**src/rtl/hcor_params.svh**
```systemverilog
// Constants of the hub configuration option bank: offsets, masks, fields, timing.
// Assumes inclusion by bare name from every file of the block.
`ifndef HCOR_PARAMS_SVH
`define HCOR_PARAMS_SVH

// ==========================================================
// Register offsets and write masks
`define HCOR_ADDR_OC_OPT   8'h07
`define HCOR_ADDR_LED_OPT  8'h08
`define HCOR_ADDR_FIXED    8'h09
`define HCOR_MASK_OC_OPT   8'hB8
`define HCOR_MASK_LED_OPT  8'h0F
`define HCOR_MASK_FIXED    8'h0E
`define HCOR_RST_OC_OPT    8'h00
`define HCOR_RST_LED_OPT   8'h00
`define HCOR_RST_FIXED     8'h00
`define HCOR_RD_NONE       8'h00

// ==========================================================
// Field positions
`define HCOR_TMR_HI        5
`define HCOR_TMR_LO        4
`define HCOR_COMPOUND_BIT  3
`define HCOR_REMAP_BIT     3
`define HCOR_LED_HI        2
`define HCOR_LED_LO        1
`define HCOR_STRING_BIT    0
`define HCOR_FIX_HI        3
`define HCOR_FIX_LO        1

// ==========================================================
// Encodings
`define HCOR_TMR_100US     2'h0
`define HCOR_TMR_4MS       2'h1
`define HCOR_TMR_8MS       2'h2
`define HCOR_TMR_16MS      2'h3
`define HCOR_LED_SPEED     2'h1
`define HCOR_STRAP_NONE    2'h0
`define HCOR_STRAP_P1      2'h1
`define HCOR_STRAP_P12     2'h2
`define HCOR_NPORT         3

// ==========================================================
// Timing
`define HCOR_CLK_MHZ       10
`define HCOR_US_PER_MS     1000
`define HCOR_T_100US       100
`define HCOR_T_4MS         4
`define HCOR_T_8MS         8
`define HCOR_T_16MS        16
`define HCOR_CYC_US(t)     ((t) * `HCOR_CLK_MHZ)
`define HCOR_CYC_MS(t)     ((t) * `HCOR_US_PER_MS * `HCOR_CLK_MHZ)
`define HCOR_CNT_W         18

`endif

```
**src/rtl/hcor_pkg.sv**
```systemverilog
// Types shared by the hub configuration option bank.
// Assumes hcor_params.svh is on the include path.
`include "hcor_params.svh"

package hcor_pkg;

  // ==========================================================
  // Types
  typedef logic [1:0]             hcor_nport_t;
  typedef logic [`HCOR_CNT_W-1:0] hcor_cnt_t;

  typedef struct packed {
    hcor_cnt_t cnt;
    logic      tripped;
  } hcor_flt_state_t;

  typedef struct packed {
    logic [7:0]  oc_opt;
    logic [7:0]  led_opt;
    logic [7:0]  fixed_map;
    logic [1:0]  strap_s1;
    logic [1:0]  strap_s2;
    logic        src_s1;
    logic        src_s2;
    logic [2:0]  oc_s1;
    logic [2:0]  oc_s2;
    logic [7:0]  rdata;
    logic        compound;
    logic        led_sup;
    logic        speed;
    logic        str_en;
    logic        remap;
    hcor_nport_t nports;
    logic [2:0]  fixed_phys;
    logic [7:0]  desc_rem;
  } hcor_state_t;

endpackage
```
**src/rtl/hcor_flt_if.sv**
```systemverilog
// Link between the option bank and one over-current filter.
// Assumes both ends run on the same clock.
`timescale 1ns/1ps
`default_nettype none
`include "hcor_params.svh"

interface hcor_flt_if;
  logic                   active;
  logic [`HCOR_CNT_W-1:0] limit;
  logic                   tripped;

  modport ctl (output active, output limit, input tripped);
  modport flt (input active, input limit, output tripped);
endinterface

`default_nettype wire

```
**src/rtl/hcor_oc_filter.sv**
```systemverilog
// One over-current filter: flags a port only after a steady active input.
// Assumes the active input is already synchronised to CLOCK.
`timescale 1ns/1ps
`default_nettype none
`include "hcor_params.svh"

module hcor_oc_filter (
  // Clock and reset
  input  wire logic CLOCK,
  input  wire logic ARST_N,
  // Filter link
  hcor_flt_if.flt   fi
);
  import hcor_pkg::*;

  hcor_flt_state_t q;
  hcor_flt_state_t d;

  // ==========================================================
  // Counter
  always_comb begin
    d = q;
    if (!fi.active) begin
      // Any glitch restarts the wait
      d.cnt     = '0;
      d.tripped = 1'b0;
    end else if (q.cnt == fi.limit - hcor_cnt_t'(1)) begin
      d.tripped = 1'b1;
    end else begin
      d.cnt = q.cnt + hcor_cnt_t'(1);
    end
  end

  always_ff @(posedge CLOCK or negedge ARST_N) begin
    if (!ARST_N) begin
      q <= '0;
    end else begin
      q <= d;
    end
  end

  assign fi.tripped = q.tripped;

  // ==========================================================
  // Checks
  a_trip_after_wait: assert property (@(posedge CLOCK) disable iff (!ARST_N)
    $rose(q.tripped) |-> ($past(q.cnt) == fi.limit - hcor_cnt_t'(1)) && $past(fi.active))
    else $error("over-current flag rose before its delay ran out");

  a_trip_release: assert property (@(posedge CLOCK) disable iff (!ARST_N)
    !fi.active |=> !q.tripped && (q.cnt == '0))
    else $error("over-current flag held after input went idle");

endmodule

`default_nettype wire

```
**src/rtl/hcor_opt_bank.sv**
```systemverilog
// Hub configuration option bank: option bytes, strap fallback, descriptor bits.
// Assumes a same-clock configuration loader on the CFG port; straps and
// over-current pins arrive asynchronously.
`timescale 1ns/1ps
`default_nettype none
`include "hcor_params.svh"

// How it works
// - Each over-current input must stay active for 0.1, 4, 8 or 16 ms, chosen by the timer code, before it is flagged.
// - The compound bit set to one makes the hub report itself as part of a compound device, and zero does not.
// - Under strap configuration any strapped non-removable port makes the hub report itself as compound.
// - The remap enable bit picks standard port numbering at zero and port remapping at one.
// - Indicator mode code 01 means speed indication and every other code means the USB indication mode.
// - LED support is reported to the host only while the USB indication mode is in force.
// - String descriptors are offered only while the string enable bit is one.
// - Bits 1 to 3 of the fixed port bitmap mark ports 1 to 3 as hardwired when set and removable when clear.
// - Bit 0 of the bitmap always reads zero and bits 7 to 4 mean nothing and hold zero.
// - Under strap configuration the hardwired ports come from the two strap pins, not from the bitmap.
// - The hub tells the host which active ports carry a hardwired device; in remap mode the descriptor bits also mark disabled ports.
// - In standard numbering only enabled ports are counted and they are renumbered without gaps.
module hcor_opt_bank #(
  parameter int OC_CYC_100US = `HCOR_CYC_US(`HCOR_T_100US),
  parameter int OC_CYC_4MS   = `HCOR_CYC_MS(`HCOR_T_4MS),
  parameter int OC_CYC_8MS   = `HCOR_CYC_MS(`HCOR_T_8MS),
  parameter int OC_CYC_16MS  = `HCOR_CYC_MS(`HCOR_T_16MS)
) (
  // Clock and reset
  input  wire logic                  CLOCK,
  input  wire logic                  ARST_N,
  // Configuration loader
  input  wire logic                  CFG_WE,
  input  wire logic [7:0]            CFG_ADDR,
  input  wire logic [7:0]            CFG_WDATA,
  output logic      [7:0]            CFG_RDATA,
  // Straps
  input  wire logic                  STRAP_DEFAULT_CFG,
  input  wire logic [1:0]            FIXED_PORT_STRAPS,
  // Port state
  input  wire logic [`HCOR_NPORT:1]  PORT_DISABLE,
  input  wire logic [`HCOR_NPORT:1]  OVERCURRENT_N,
  output logic      [`HCOR_NPORT:1]  OVERCURRENT_FILTERED,
  // Reported hub properties
  output logic                       HUB_COMPOUND,
  output logic                       LED_SUPPORT,
  output logic                       SPEED_IND_MODE,
  output logic                       STRING_ENABLE,
  output logic                       PORT_REMAP_ENABLE,
  output hcor_pkg::hcor_nport_t      NUM_PORTS,
  output logic      [`HCOR_NPORT:1]  PORT_FIXED,
  output logic      [7:0]            DESC_REMOVABLE
);
  import hcor_pkg::*;

  hcor_state_t q;
  hcor_state_t d;
  hcor_cnt_t   lim;
  wire logic [2:0] flt_out;

  // ==========================================================
  // Strap decode of the two fixed-port pins
  function automatic logic [2:0] strap_ports(input logic [1:0] s);
    logic [2:0] m;
    m = 3'h0;
    case (s)
      `HCOR_STRAP_NONE: m = 3'h0;
      `HCOR_STRAP_P1:   m = 3'h1;
      `HCOR_STRAP_P12:  m = 3'h3;
      default:          m = 3'h7;
    endcase
    return m;
  endfunction

  // ==========================================================
  // Filter delay select
  always_comb begin
    case (q.oc_opt[`HCOR_TMR_HI:`HCOR_TMR_LO])
      `HCOR_TMR_100US: lim = hcor_cnt_t'(OC_CYC_100US);
      `HCOR_TMR_4MS:   lim = hcor_cnt_t'(OC_CYC_4MS);
      `HCOR_TMR_8MS:   lim = hcor_cnt_t'(OC_CYC_8MS);
      default:         lim = hcor_cnt_t'(OC_CYC_16MS);
    endcase
  end

  // ==========================================================
  // Per-port filters
  for (genvar g = 0; g < `HCOR_NPORT; g++) begin : g_flt
    hcor_flt_if fi ();
    assign fi.active  = ~q.oc_s2[g];
    assign fi.limit   = lim;
    assign flt_out[g] = fi.tripped;
    hcor_oc_filter u_flt (
      .CLOCK  (CLOCK),
      .ARST_N (ARST_N),
      .fi     (fi)
    );
  end

  // ==========================================================
  // Next state
  always_comb begin
    logic [2:0]  fixed_eff;
    logic [2:0]  dis;
    logic [7:0]  rem;
    hcor_nport_t cnt;
    fixed_eff = 3'h0;
    dis       = 3'h0;
    rem       = 8'h00;
    cnt       = '0;
    d         = q;

    // Synchronisers; stage one feeds stage two only
    d.strap_s1 = FIXED_PORT_STRAPS;
    d.strap_s2 = q.strap_s1;
    d.src_s1   = STRAP_DEFAULT_CFG;
    d.src_s2   = q.src_s1;
    d.oc_s1    = OVERCURRENT_N;
    d.oc_s2    = q.oc_s1;

    // Option byte writes; reserved bits are masked so they stay zero
    if (CFG_WE) begin
      case (CFG_ADDR)
        `HCOR_ADDR_OC_OPT:  d.oc_opt    = CFG_WDATA & `HCOR_MASK_OC_OPT;
        `HCOR_ADDR_LED_OPT: d.led_opt   = CFG_WDATA & `HCOR_MASK_LED_OPT;
        `HCOR_ADDR_FIXED:   d.fixed_map = CFG_WDATA & `HCOR_MASK_FIXED;
        default:            d.oc_opt    = q.oc_opt;
      endcase
    end

    case (CFG_ADDR)
      `HCOR_ADDR_OC_OPT:  d.rdata = q.oc_opt;
      `HCOR_ADDR_LED_OPT: d.rdata = q.led_opt;
      `HCOR_ADDR_FIXED:   d.rdata = q.fixed_map;
      default:            d.rdata = `HCOR_RD_NONE;
    endcase

    // Strap source overrides the bitmap and the compound flag
    if (q.src_s2) begin
      fixed_eff  = strap_ports(q.strap_s2);
      d.compound = |fixed_eff;
    end else begin
      fixed_eff  = q.fixed_map[`HCOR_FIX_HI:`HCOR_FIX_LO];
      d.compound = q.oc_opt[`HCOR_COMPOUND_BIT];
    end

    d.speed   = (q.led_opt[`HCOR_LED_HI:`HCOR_LED_LO] == `HCOR_LED_SPEED);
    d.led_sup = (q.led_opt[`HCOR_LED_HI:`HCOR_LED_LO] != `HCOR_LED_SPEED);
    d.str_en  = q.led_opt[`HCOR_STRING_BIT];
    d.remap   = q.led_opt[`HCOR_REMAP_BIT];

    // Remap tables live elsewhere, so remap mode keeps physical order here
    dis          = PORT_DISABLE;
    d.fixed_phys = fixed_eff & ~dis;
    if (!q.led_opt[`HCOR_REMAP_BIT]) begin
      for (int p = 0; p < `HCOR_NPORT; p++) begin
        if (!dis[p]) begin
          cnt      = cnt + hcor_nport_t'(1);
          rem[cnt] = fixed_eff[p];
        end
      end
      d.nports = cnt;
    end else begin
      rem      = {4'h0, fixed_eff, 1'b0};
      d.nports = hcor_nport_t'(`HCOR_NPORT);
    end
    d.desc_rem = rem;
  end

  // ==========================================================
  // State register
  always_ff @(posedge CLOCK or negedge ARST_N) begin
    if (!ARST_N) begin
      q           <= '0;
      q.oc_opt    <= `HCOR_RST_OC_OPT;
      q.led_opt   <= `HCOR_RST_LED_OPT;
      q.fixed_map <= `HCOR_RST_FIXED;
      q.oc_s1     <= 3'h7;
      q.oc_s2     <= 3'h7;
    end else begin
      q <= d;
    end
  end

  // ==========================================================
  // Outputs
  assign CFG_RDATA            = q.rdata;
  assign OVERCURRENT_FILTERED = flt_out;
  assign HUB_COMPOUND         = q.compound;
  assign LED_SUPPORT          = q.led_sup;
  assign SPEED_IND_MODE       = q.speed;
  assign STRING_ENABLE        = q.str_en;
  assign PORT_REMAP_ENABLE    = q.remap;
  assign NUM_PORTS            = q.nports;
  assign PORT_FIXED           = q.fixed_phys;
  assign DESC_REMOVABLE       = q.desc_rem;

  // ==========================================================
  // Checks
  a_oc_delay_sel: assert property (@(posedge CLOCK) disable iff (!ARST_N)
    (q.oc_opt[`HCOR_TMR_HI:`HCOR_TMR_LO] == `HCOR_TMR_4MS) |-> (lim == hcor_cnt_t'(OC_CYC_4MS)))
    else $error("filter delay does not follow the timer code");

  a_compound_write: assert property (@(posedge CLOCK) disable iff (!ARST_N)
    (CFG_WE && CFG_ADDR == `HCOR_ADDR_OC_OPT && !q.src_s2) ##1 !q.src_s2
      |=> (HUB_COMPOUND == $past(CFG_WDATA[`HCOR_COMPOUND_BIT], 2)))
    else $error("compound report does not follow the written bit");

  a_strap_compound: assert property (@(posedge CLOCK) disable iff (!ARST_N)
    (q.src_s2 && q.strap_s2 != `HCOR_STRAP_NONE) |=> HUB_COMPOUND)
    else $error("strapped fixed port did not make the hub compound");

  a_led_modes: assert property (@(posedge CLOCK) disable iff (!ARST_N)
    (q.led_opt[`HCOR_LED_HI:`HCOR_LED_LO] == `HCOR_LED_SPEED) |=> SPEED_IND_MODE && !LED_SUPPORT)
    else $error("speed indication code decoded wrongly");

  a_led_support: assert property (@(posedge CLOCK) disable iff (!ARST_N)
    LED_SUPPORT |-> !SPEED_IND_MODE && $past(q.led_opt[`HCOR_LED_HI:`HCOR_LED_LO]) != `HCOR_LED_SPEED)
    else $error("LED support reported outside USB indication mode");

  a_string_follow: assert property (@(posedge CLOCK) disable iff (!ARST_N)
    STRING_ENABLE == $past(q.led_opt[`HCOR_STRING_BIT]))
    else $error("string enable does not follow its bit");

  a_remap_follow: assert property (@(posedge CLOCK) disable iff (!ARST_N)
    PORT_REMAP_ENABLE == $past(q.led_opt[`HCOR_REMAP_BIT]))
    else $error("remap enable does not follow its bit");

  a_bitmap_reserved: assert property (@(posedge CLOCK) disable iff (!ARST_N)
    (q.fixed_map & ~`HCOR_MASK_FIXED) == 8'h00 && DESC_REMOVABLE[0] == 1'b0)
    else $error("reserved bitmap bit is set");

  a_port_count: assert property (@(posedge CLOCK) disable iff (!ARST_N)
    !q.led_opt[`HCOR_REMAP_BIT] |=> NUM_PORTS == hcor_nport_t'(`HCOR_NPORT - $countones($past(PORT_DISABLE))))
    else $error("enabled port count is wrong");

  a_strap_source: assert property (@(posedge CLOCK) disable iff (!ARST_N)
    q.src_s2 |=> PORT_FIXED == (strap_ports($past(q.strap_s2)) & ~$past(PORT_DISABLE)))
    else $error("strap source not used for fixed ports");

endmodule

`default_nettype wire

```
**config.mk**
```make
export PLATFORM = sky130hd
export DESIGN_NAME = hcor_opt_bank
export DESIGN_NICKNAME = d
export VERILOG_FILES = /design/src/rtl/hcor_pkg.sv /design/src/rtl/hcor_flt_if.sv /design/src/rtl/hcor_oc_filter.sv /design/src/rtl/hcor_opt_bank.sv
export VERILOG_INCLUDE_DIRS = /design/src /design/src/rtl
export SDC_FILE = /design/constraint.sdc
export NUM_CORES = 1
export LEC_CHECK = 0
export BUFFER_PORTS_ARGS = -buffer_cell sky130_fd_sc_hd__buf_2
export CORE_MARGIN = 5
export CORE_UTILIZATION = 50
export DETAILED_ROUTE_END_ITERATION = 6
export PLACE_DENSITY = 0.75
export SLEW_MARGIN = 5
export SYNTH_ARGS = -nofsm -noshare
export SYNTH_HDL_FRONTEND = slang
export SYNTH_SLANG_ARGS = --single-unit
```
**constraint.sdc**
```tcl
create_clock -name CLOCK -period 4.65 [get_ports CLOCK]
set_input_delay 1.395 -clock CLOCK [delete_from_list [all_inputs] [get_ports CLOCK]]
set_output_delay 1.395 -clock CLOCK [all_outputs]
set_load 0.005 [all_outputs]
```
==> impl_metrics.env, run 1 <==
export IMPL_status="complete, no violations"
export IMPL_async_flop_share=1.00
export IMPL_leakagePower_nw=2.60
export IMPL_max_clock_freq_mhz=318
export IMPL_wire_per_inst_um=14.7
export IMPL_setup_tns_ns=0
export IMPL_netlist_top_cells_area="dfrtp_1 (47%), xor2_1 (5.4%), nor2_1 (4.9%), xnor2_1 (3.7%), buf_4 (3.6%)"
export IMPL_yosysSeqAreaShare=0.506
export IMPL_overflow=0
export IMPL_clock_sinks=101
export IMPL_period_share=0.676
export IMPL_grtUsageTotal=0.171
export IMPL_synth_area_leader_cell="dfrtp_1"
export IMPL_multi_input_area_um2=2190
export IMPL_slew_headroom=0.288
export IMPL_netlist_area_leader_share=0.474
export IMPL_power_per_cell_area_nw_per_um2=297
export IMPL_numCtsBuffers=9
export IMPL_ys_seq_elements=101
export IMPL_yosysMostFrequentCell="dfrtp_1"
export IMPL_antenna_cells=0
export IMPL_place_ws_ns=1.31
export IMPL_ioPinCount=57
export IMPL_finalNetCount=555
export IMPL_remaining_drc_errors=0
export IMPL_postCtsResizedCells=0
export IMPL_min_period_ns=3.14
export IMPL_synth_flop_cell="dfrtp_1"
export IMPL_insertion_delay_ns=0.38
export IMPL_max_cap_violations=0
export IMPL_via_count=3512
export IMPL_grt_pass1_vias=3518
export IMPL_cts_root_buffer="clkbuf_8"
export IMPL_antenna_found_initial=0
export IMPL_synthesis_instances=484
export IMPL_ctsHoldBuffers=0
export IMPL_cp_end_kind="flop"
export IMPL_skew_ns=0.00800
export IMPL_grt_max_degree=88
export IMPL_final_util=0.555
export IMPL_finalPower_mw=1.61
export IMPL_die_area_um2=12100
export IMPL_place_congestion=0.815
export IMPL_areaGrowthSynthToFinish_pct=8.16
export IMPL_cp_arrival_ns=3.42
export IMPL_rsz0062_at_grt="false"
export IMPL_via_per_inst=5.39
export IMPL_coreArea_um2=9770
export IMPL_p_int_mw=1.21
export IMPL_io_buffers=50
export IMPL_hold_ws_ns=0.358
export IMPL_drtAntennaViolNets=0
export IMPL_crit_fanout=12
export IMPL_synth_area_um2=5010
export IMPL_cts_buffer_depth=2
export IMPL_p_sw_frac=0.246
export IMPL_slew_viol_final=0
export IMPL_chipWidth_um=110
export IMPL_min_path_type="reg2reg"
export IMPL_cts_clk_slew_worst_paths_ns=0.10
export IMPL_synth_area_per_cell_um2=10.4
export IMPL_setup_viol=0
export IMPL_totalWireLength_um=9580
export IMPL_drive_above_1_share=0.187
export IMPL_finalHoldViolations=0
export IMPL_synth_edf_count=0
export IMPL_die_h_um=110
export IMPL_cts_setup_buffers=0
export IMPL_dr_pass1_iters=4
export IMPL_clkPwrFrac=0.361
export IMPL_std_cell_rows=36
export IMPL_max_slew_worst_pin_slew_ns=1.07
export IMPL_critPathRequiredTime_ns=4.92
export IMPL_pwr_share_seq=0.576
export IMPL_ir_drop_uv=208
export IMPL_switchingPower_uw=396
export IMPL_dp_hpwl_um=6610
export IMPL_regArea_um2=2530
export IMPL_synth_commonest_cells="dfrtp_1 (95), nor2_1 (65), xor2_1 (31)"
export IMPL_crit_type="reg2reg"
export IMPL_startpoint_type="flop"
export IMPL_grt_pass1_wl_um=16300
export IMPL_yosys_warnings=0
export IMPL_fin_ws_ns=1.51
export IMPL_cts_tree="yes"
export IMPL_drtIter0Drc=150
export IMPL_power_frac_comb=0.063
export IMPL_initial_core_util=0.513
export IMPL_h_tree_depth=3
export IMPL_fillerInstances=831
export IMPL_synth_distinct_cells=52
layout by cell type, fill, tap and decap left out, types with 5 or more instances in the layout:
master,n
mux2_2,14
nor2_1,65
xor2_1,31
conb_1,5
nor3_1,11
a21oi_1,16
nand4_1,13
nand2_1,17
xnor2_1,21
and2_1,5
dfstp_2,6
nand2b_1,6
dfrtp_1,95
o22ai_1,5
inv_1,16
ha_1,13
buf_2,49
nand3_1,30
clkbuf_8,10
and3_1,20
registers in the layout (all words and copies together), names as in the netlist:
signal / count
CFG_RDATA: 7
DESC_REMOVABLE: 4
HUB_COMPOUND: 1
LED_SUPPORT: 1
NUM_PORTS: 2
PORT_FIXED: 3
PORT_REMAP_ENABLE: 1
SPEED_IND_MODE: 1
STRING_ENABLE: 1
d: 8
g_flt.u_flt.fi.tripped: 3
g_flt.u_flt.q: 54
q: 15
layer usage:
layer | track usage | part of all wire | vias to the layer above
li1 | - | - | 1707
met1 | 0.217 | 0.44 | 1689
met2 | 0.272 | 0.48 | 96
met3 | 0.0483 | 0.059 | 20
met4 | 0.0748 | 0.024 | 0
met5 | 0 | 0 | -
power by group through the flow:
stage          combinational [mW]  sequential (mW)  clock, mW
3_5_place_dp                0.103            0.943          0
6_report                    0.101            0.926      0.581
2_1_floorplan              0.0679            0.932          0
3_3_place_gp               0.0989            0.942          0
4_1_cts                     0.104            0.926      0.594
5_1_grt                     0.117            0.930      0.633
path summary, 6_finish.rpt:
check                                   from                                    end  slack, ns  cells after the start
setup / recovery           q[58]$_DFFE_PN0P_        g_flt[1].u_flt.q[6]$_DFFE_PN0P_       1.51                      7
max in group asynchronous             ARST_N                      q[61]$_DFFE_PN0P_       2.63                      2
hold / removal               d[32]$_DFF_PN0_                        q[32]$_DFF_PN0_       0.36                      0
hold reg to reg              d[32]$_DFF_PN0_                        q[32]$_DFF_PN0_       0.36                      0
min in group asynchronous             ARST_N  g_flt[0].u_flt.fi.tripped$_DFFE_PN0P_       1.21                      1
setup reg to reg           q[58]$_DFFE_PN0P_        g_flt[1].u_flt.q[6]$_DFFE_PN0P_       1.51                      7
kinds of logic after synthesis:
kind of cell    count (synthesis)  share of synthesized area
mux                            18                     0.0394
other cells                     1                   0.000748
buf+inv                        52                     0.0599
fa+ha+maj                      13                     0.0325
flops                         101                      0.506
simple gates                  203                      0.214
xor+xnor                       52                     0.0909
compound gates                 44                     0.0572
worst max-delay path, cell delays in order, from the launching register on:
cell and delay, ns:
dfrtp_1 0.44, inv_1 0.18, ha_1 0.38, or4b_1 0.47, a222oi_1 0.69, nand2_2 0.34, nand4_1 0.20, mux2_2 0.34
metrics by stage:
step | std cells | cell area, um^2
after detailed placement | 636 | 5210
after CTS | 652 | 5420
final | 652 | 5420
after global placement | 636 | 5210
after floorplan | 488 | 5030
after global routing | 652 | 5420
cell type report:
type                    count  area share
multi-input cells         335       0.404
clock inverters             6      0.0129
clock buffers              10      0.0254
inverters                  16      0.0111
well taps                 133      0.0307
flip-flops and latches    101       0.468
repair buffers             51      0.0480
(Power assumes the default switching activity.)
==> inputs of run 2 (changes only) <==
- ABC_AREA: unset -> 1
- PLACE_DENSITY: 0.75 -> 0.77
- clock period: 4.65 -> 2.8 ns (I/O delays scaled with it)
==> impl_metrics.env, run 2 <==
export IMPL_synth_commonest_cells="nand2_1 (207), nor2_1 (118), dfrtp_1 (95)"
export IMPL_layout_common_cells="nand2_1 (207), nor2_1 (118), dfrtp_1 (95)"
export IMPL_min_path_type="reg2reg"
export IMPL_finalHoldViolations=0
export IMPL_regArea_um2=2530
export IMPL_fillerInstances=1138
export IMPL_ys_seq_elements=101
export IMPL_yosysSeqAreaShare=0.424
export IMPL_insertion_delay_ns=0.36
export IMPL_status="complete, no violations"
export IMPL_max_slew_worst_pin_slew_ns=0.549
export IMPL_reg2reg_slack_ns=0.62
export IMPL_final_cells=973
export IMPL_hold_ws_ns=0.348
export IMPL_finalPower_mw=3.11
export IMPL_wire_per_inst_um=13.6
export IMPL_dr_pass1_iters=5
export IMPL_totalWireLength_um=13200
export IMPL_largest_reg_flops=54
export IMPL_setup_viol=0
export IMPL_synth_top_family_by_area="simple AND/OR/NAND/NOR gates"
export IMPL_ir_drop_uv=377
export IMPL_remaining_drc_errors=0
export IMPL_yosysMostFrequentCell="nand2_1"
export IMPL_slew_viol_final=0
export IMPL_ctsHoldBuffers=0
export IMPL_netlist_area_leader_share=0.398
export IMPL_power_per_cell_area_nw_per_um2=477
export IMPL_die_h_um=119
export IMPL_via_count=5061
export IMPL_die_area_um2=14200
export IMPL_top_register="g_flt.u_flt.q"
export IMPL_overflow=0
export IMPL_cts_buffer_depth=2
export IMPL_max_clock_freq_mhz=459
export IMPL_synth_flop_cell="dfrtp_1"
export IMPL_hold_depth=0
export IMPL_grtUsageTotal=0.192
export IMPL_cp_arrival_ns=2.42
export IMPL_critPathRequiredTime_ns=3.04
export IMPL_cts_setup_buffers=0
export IMPL_cts_clk_slew_worst_paths_ns=0.07
export IMPL_period_share=0.778
export IMPL_skew_ns=0.00722
export IMPL_finalInstanceArea_um2=6520
export IMPL_min_period_ns=2.18
export IMPL_netlist_top_cells_area="dfrtp_1 (40%), nand2_1 (13%), nor2_1 (7.4%), inv_1 (5.1%), nand3_1 (4.6%)"
export IMPL_leakagePower_nw=3.24
export IMPL_synth_area_leader_cell="dfrtp_1"
export IMPL_initial_core_util=0.504
export IMPL_postCtsResizedCells=0
export IMPL_synth_area_mux_share=0
export IMPL_clock_sinks=101
export IMPL_grt_pass1_vias=4737
export IMPL_areaGrowthSynthToFinish_pct=9.13
export IMPL_min_to="q[32]$_DFF_PN0_"
export IMPL_hold_start="d[32]$_DFF_PN0_"
export IMPL_async_flop_share=1.00
export IMPL_coreArea_um2=11900
export IMPL_cts_root_buffer="clkbuf_16"
export IMPL_synth_distinct_cells=42
export IMPL_grt_pass1_wl_um=22400
export IMPL_cp_end_kind="flop"
export IMPL_synthesis_instances=793
export IMPL_r2r_start="q[59]$_DFFE_PN0P_"
export IMPL_post_dp_cell_area_um2=6220
export IMPL_yosys_area_share_simple=0.346
export IMPL_chipWidth_um=119
export IMPL_crit_type="reg2reg"
export IMPL_finalNetCount=863
export IMPL_rsz0062_at_grt="false"
export IMPL_synth_xor_area_frac=0.0454
export IMPL_r2r_end="g_flt[1].u_flt.q[9]$_DFFE_PN0P_"
export IMPL_drtIter0Drc=285
export IMPL_startpoint_type="flop"
export IMPL_drtAntennaViolNets=0
export IMPL_final_common_cell="nand2_1"
export IMPL_dp_hpwl_um=9740
export IMPL_setup_tns_ns=0
export IMPL_max_cap_violations=0
export IMPL_synth_area_um2=5980
export IMPL_cts_tree="yes"
export IMPL_place_congestion=0.921
export IMPL_synth_edf_count=0
export IMPL_io_buffers=50
export IMPL_h_tree_depth=3
export IMPL_numCtsBuffers=9
export IMPL_synth_area_per_cell_um2=7.54
export IMPL_grt_max_degree=39
export IMPL_via_per_inst=5.20
export IMPL_dp_cells=958
export IMPL_ioPinCount=57
export IMPL_antenna_found_initial=0
export IMPL_drive_above_1_share=0.126
export IMPL_yosys_warnings=0
export IMPL_worstRegToRegCells=8
export IMPL_std_cell_rows=40
export IMPL_synth_fa_ha_area_frac=0.0272
export IMPL_slew_headroom=0.632
export IMPL_multi_input_area_um2=2860
export IMPL_crit_fanout=8
export IMPL_antenna_cells=0
export IMPL_synth_compound_area_share=0.0574
## run 2: cell types whose count changed in the layout (fill, tap and decap cells not counted), moves of 20 or more
cell	previous run	this run
nand3_1	30	55
and3_1	20	0
inv_1	16	81
nand4_1	13	35
nand2_1	17	207
o21ai_0	4	34
nor2_1	65	118
## run 2: stage by stage
stage / util / setup WS [ns]
2_1_floorplan: - / 0.974
3_5_place_dp: 0.524 / 0.665
4_1_cts: 0.550 / 0.630
5_1_grt: 0.550 / 0.409
3_3_place_gp: 0.524 / 0.696
6_report: 0.550 / 0.622
## run 2: metal layers
layer / vias to the layer above / track usage / share of wire
met4: 0 / 0.0623 / 0.014
li1: 2573 / - / -
met3: 18 / 0.0399 / 0.058
met5: - / 0 / 0
met1: 2332 / 0.261 / 0.46
met2: 138 / 0.309 / 0.47
## run 2: power by group
group,switching (mW),internal [mW],leakage [nW]
combinational,0.182,0.0925,1.76
clock,0.590,0.706,0.149
sequential,0.0372,1.50,1.32
## run 2: cells by family after synthesis
family,after synthesis
DFF,101
adders and majority gates,13
buffers and inverters,129
other,1
and+or+nand+nor,454
AOI/OAI and AO/OA,64
xor gates and xnor gates,31
## run 2: final cells by class
| class | count | share of cell area |
|---|---|---|
| clock buffer | 9 | 0.0345 |
| clock inverter | 6 | 0.0117 |
| inverter | 90 | 0.0522 |
| multi-input combinational | 567 | 0.439 |
| sequential | 101 | 0.389 |
| tap | 147 | 0.0282 |
| timing repair buffer | 53 | 0.0460 |
## run 2: worst max-delay path: stages (launching register included)
cell and delay [ns]:
dfrtp_1 0.40, ha_1 0.48, inv_4 0.08, nand2_1 0.07, nand2_1 0.11, nor2_1 0.39, nand3_1 0.30, nand3_1 0.15
nand2_1 0.07
## run 2: worst max-delay path by stage
| stage | to | cells past startpoint | start |
|---|---|---|---|
| detailed placement | g_flt[1].u_flt.q[11]$_DFFE_PN0P_ | 11 | q[58]$_DFFE_PN0P_ |
| CTS | g_flt[1].u_flt.q[9]$_DFFE_PN0P_ | 11 | q[58]$_DFFE_PN0P_ |
| global placement | g_flt[2].u_flt.q[10]$_DFFE_PN0P_ | 9 | q[59]$_DFFE_PN0P_ |
| finish | g_flt[1].u_flt.q[9]$_DFFE_PN0P_ | 8 | q[59]$_DFFE_PN0P_ |
| floorplan | g_flt[2].u_flt.q[10]$_DFFE_PN0P_ | 9 | q[58]$_DFFE_PN0P_ |
| global route | g_flt[1].u_flt.q[8]$_DFFE_PN0P_ | 12 | q[58]$_DFFE_PN0P_ |
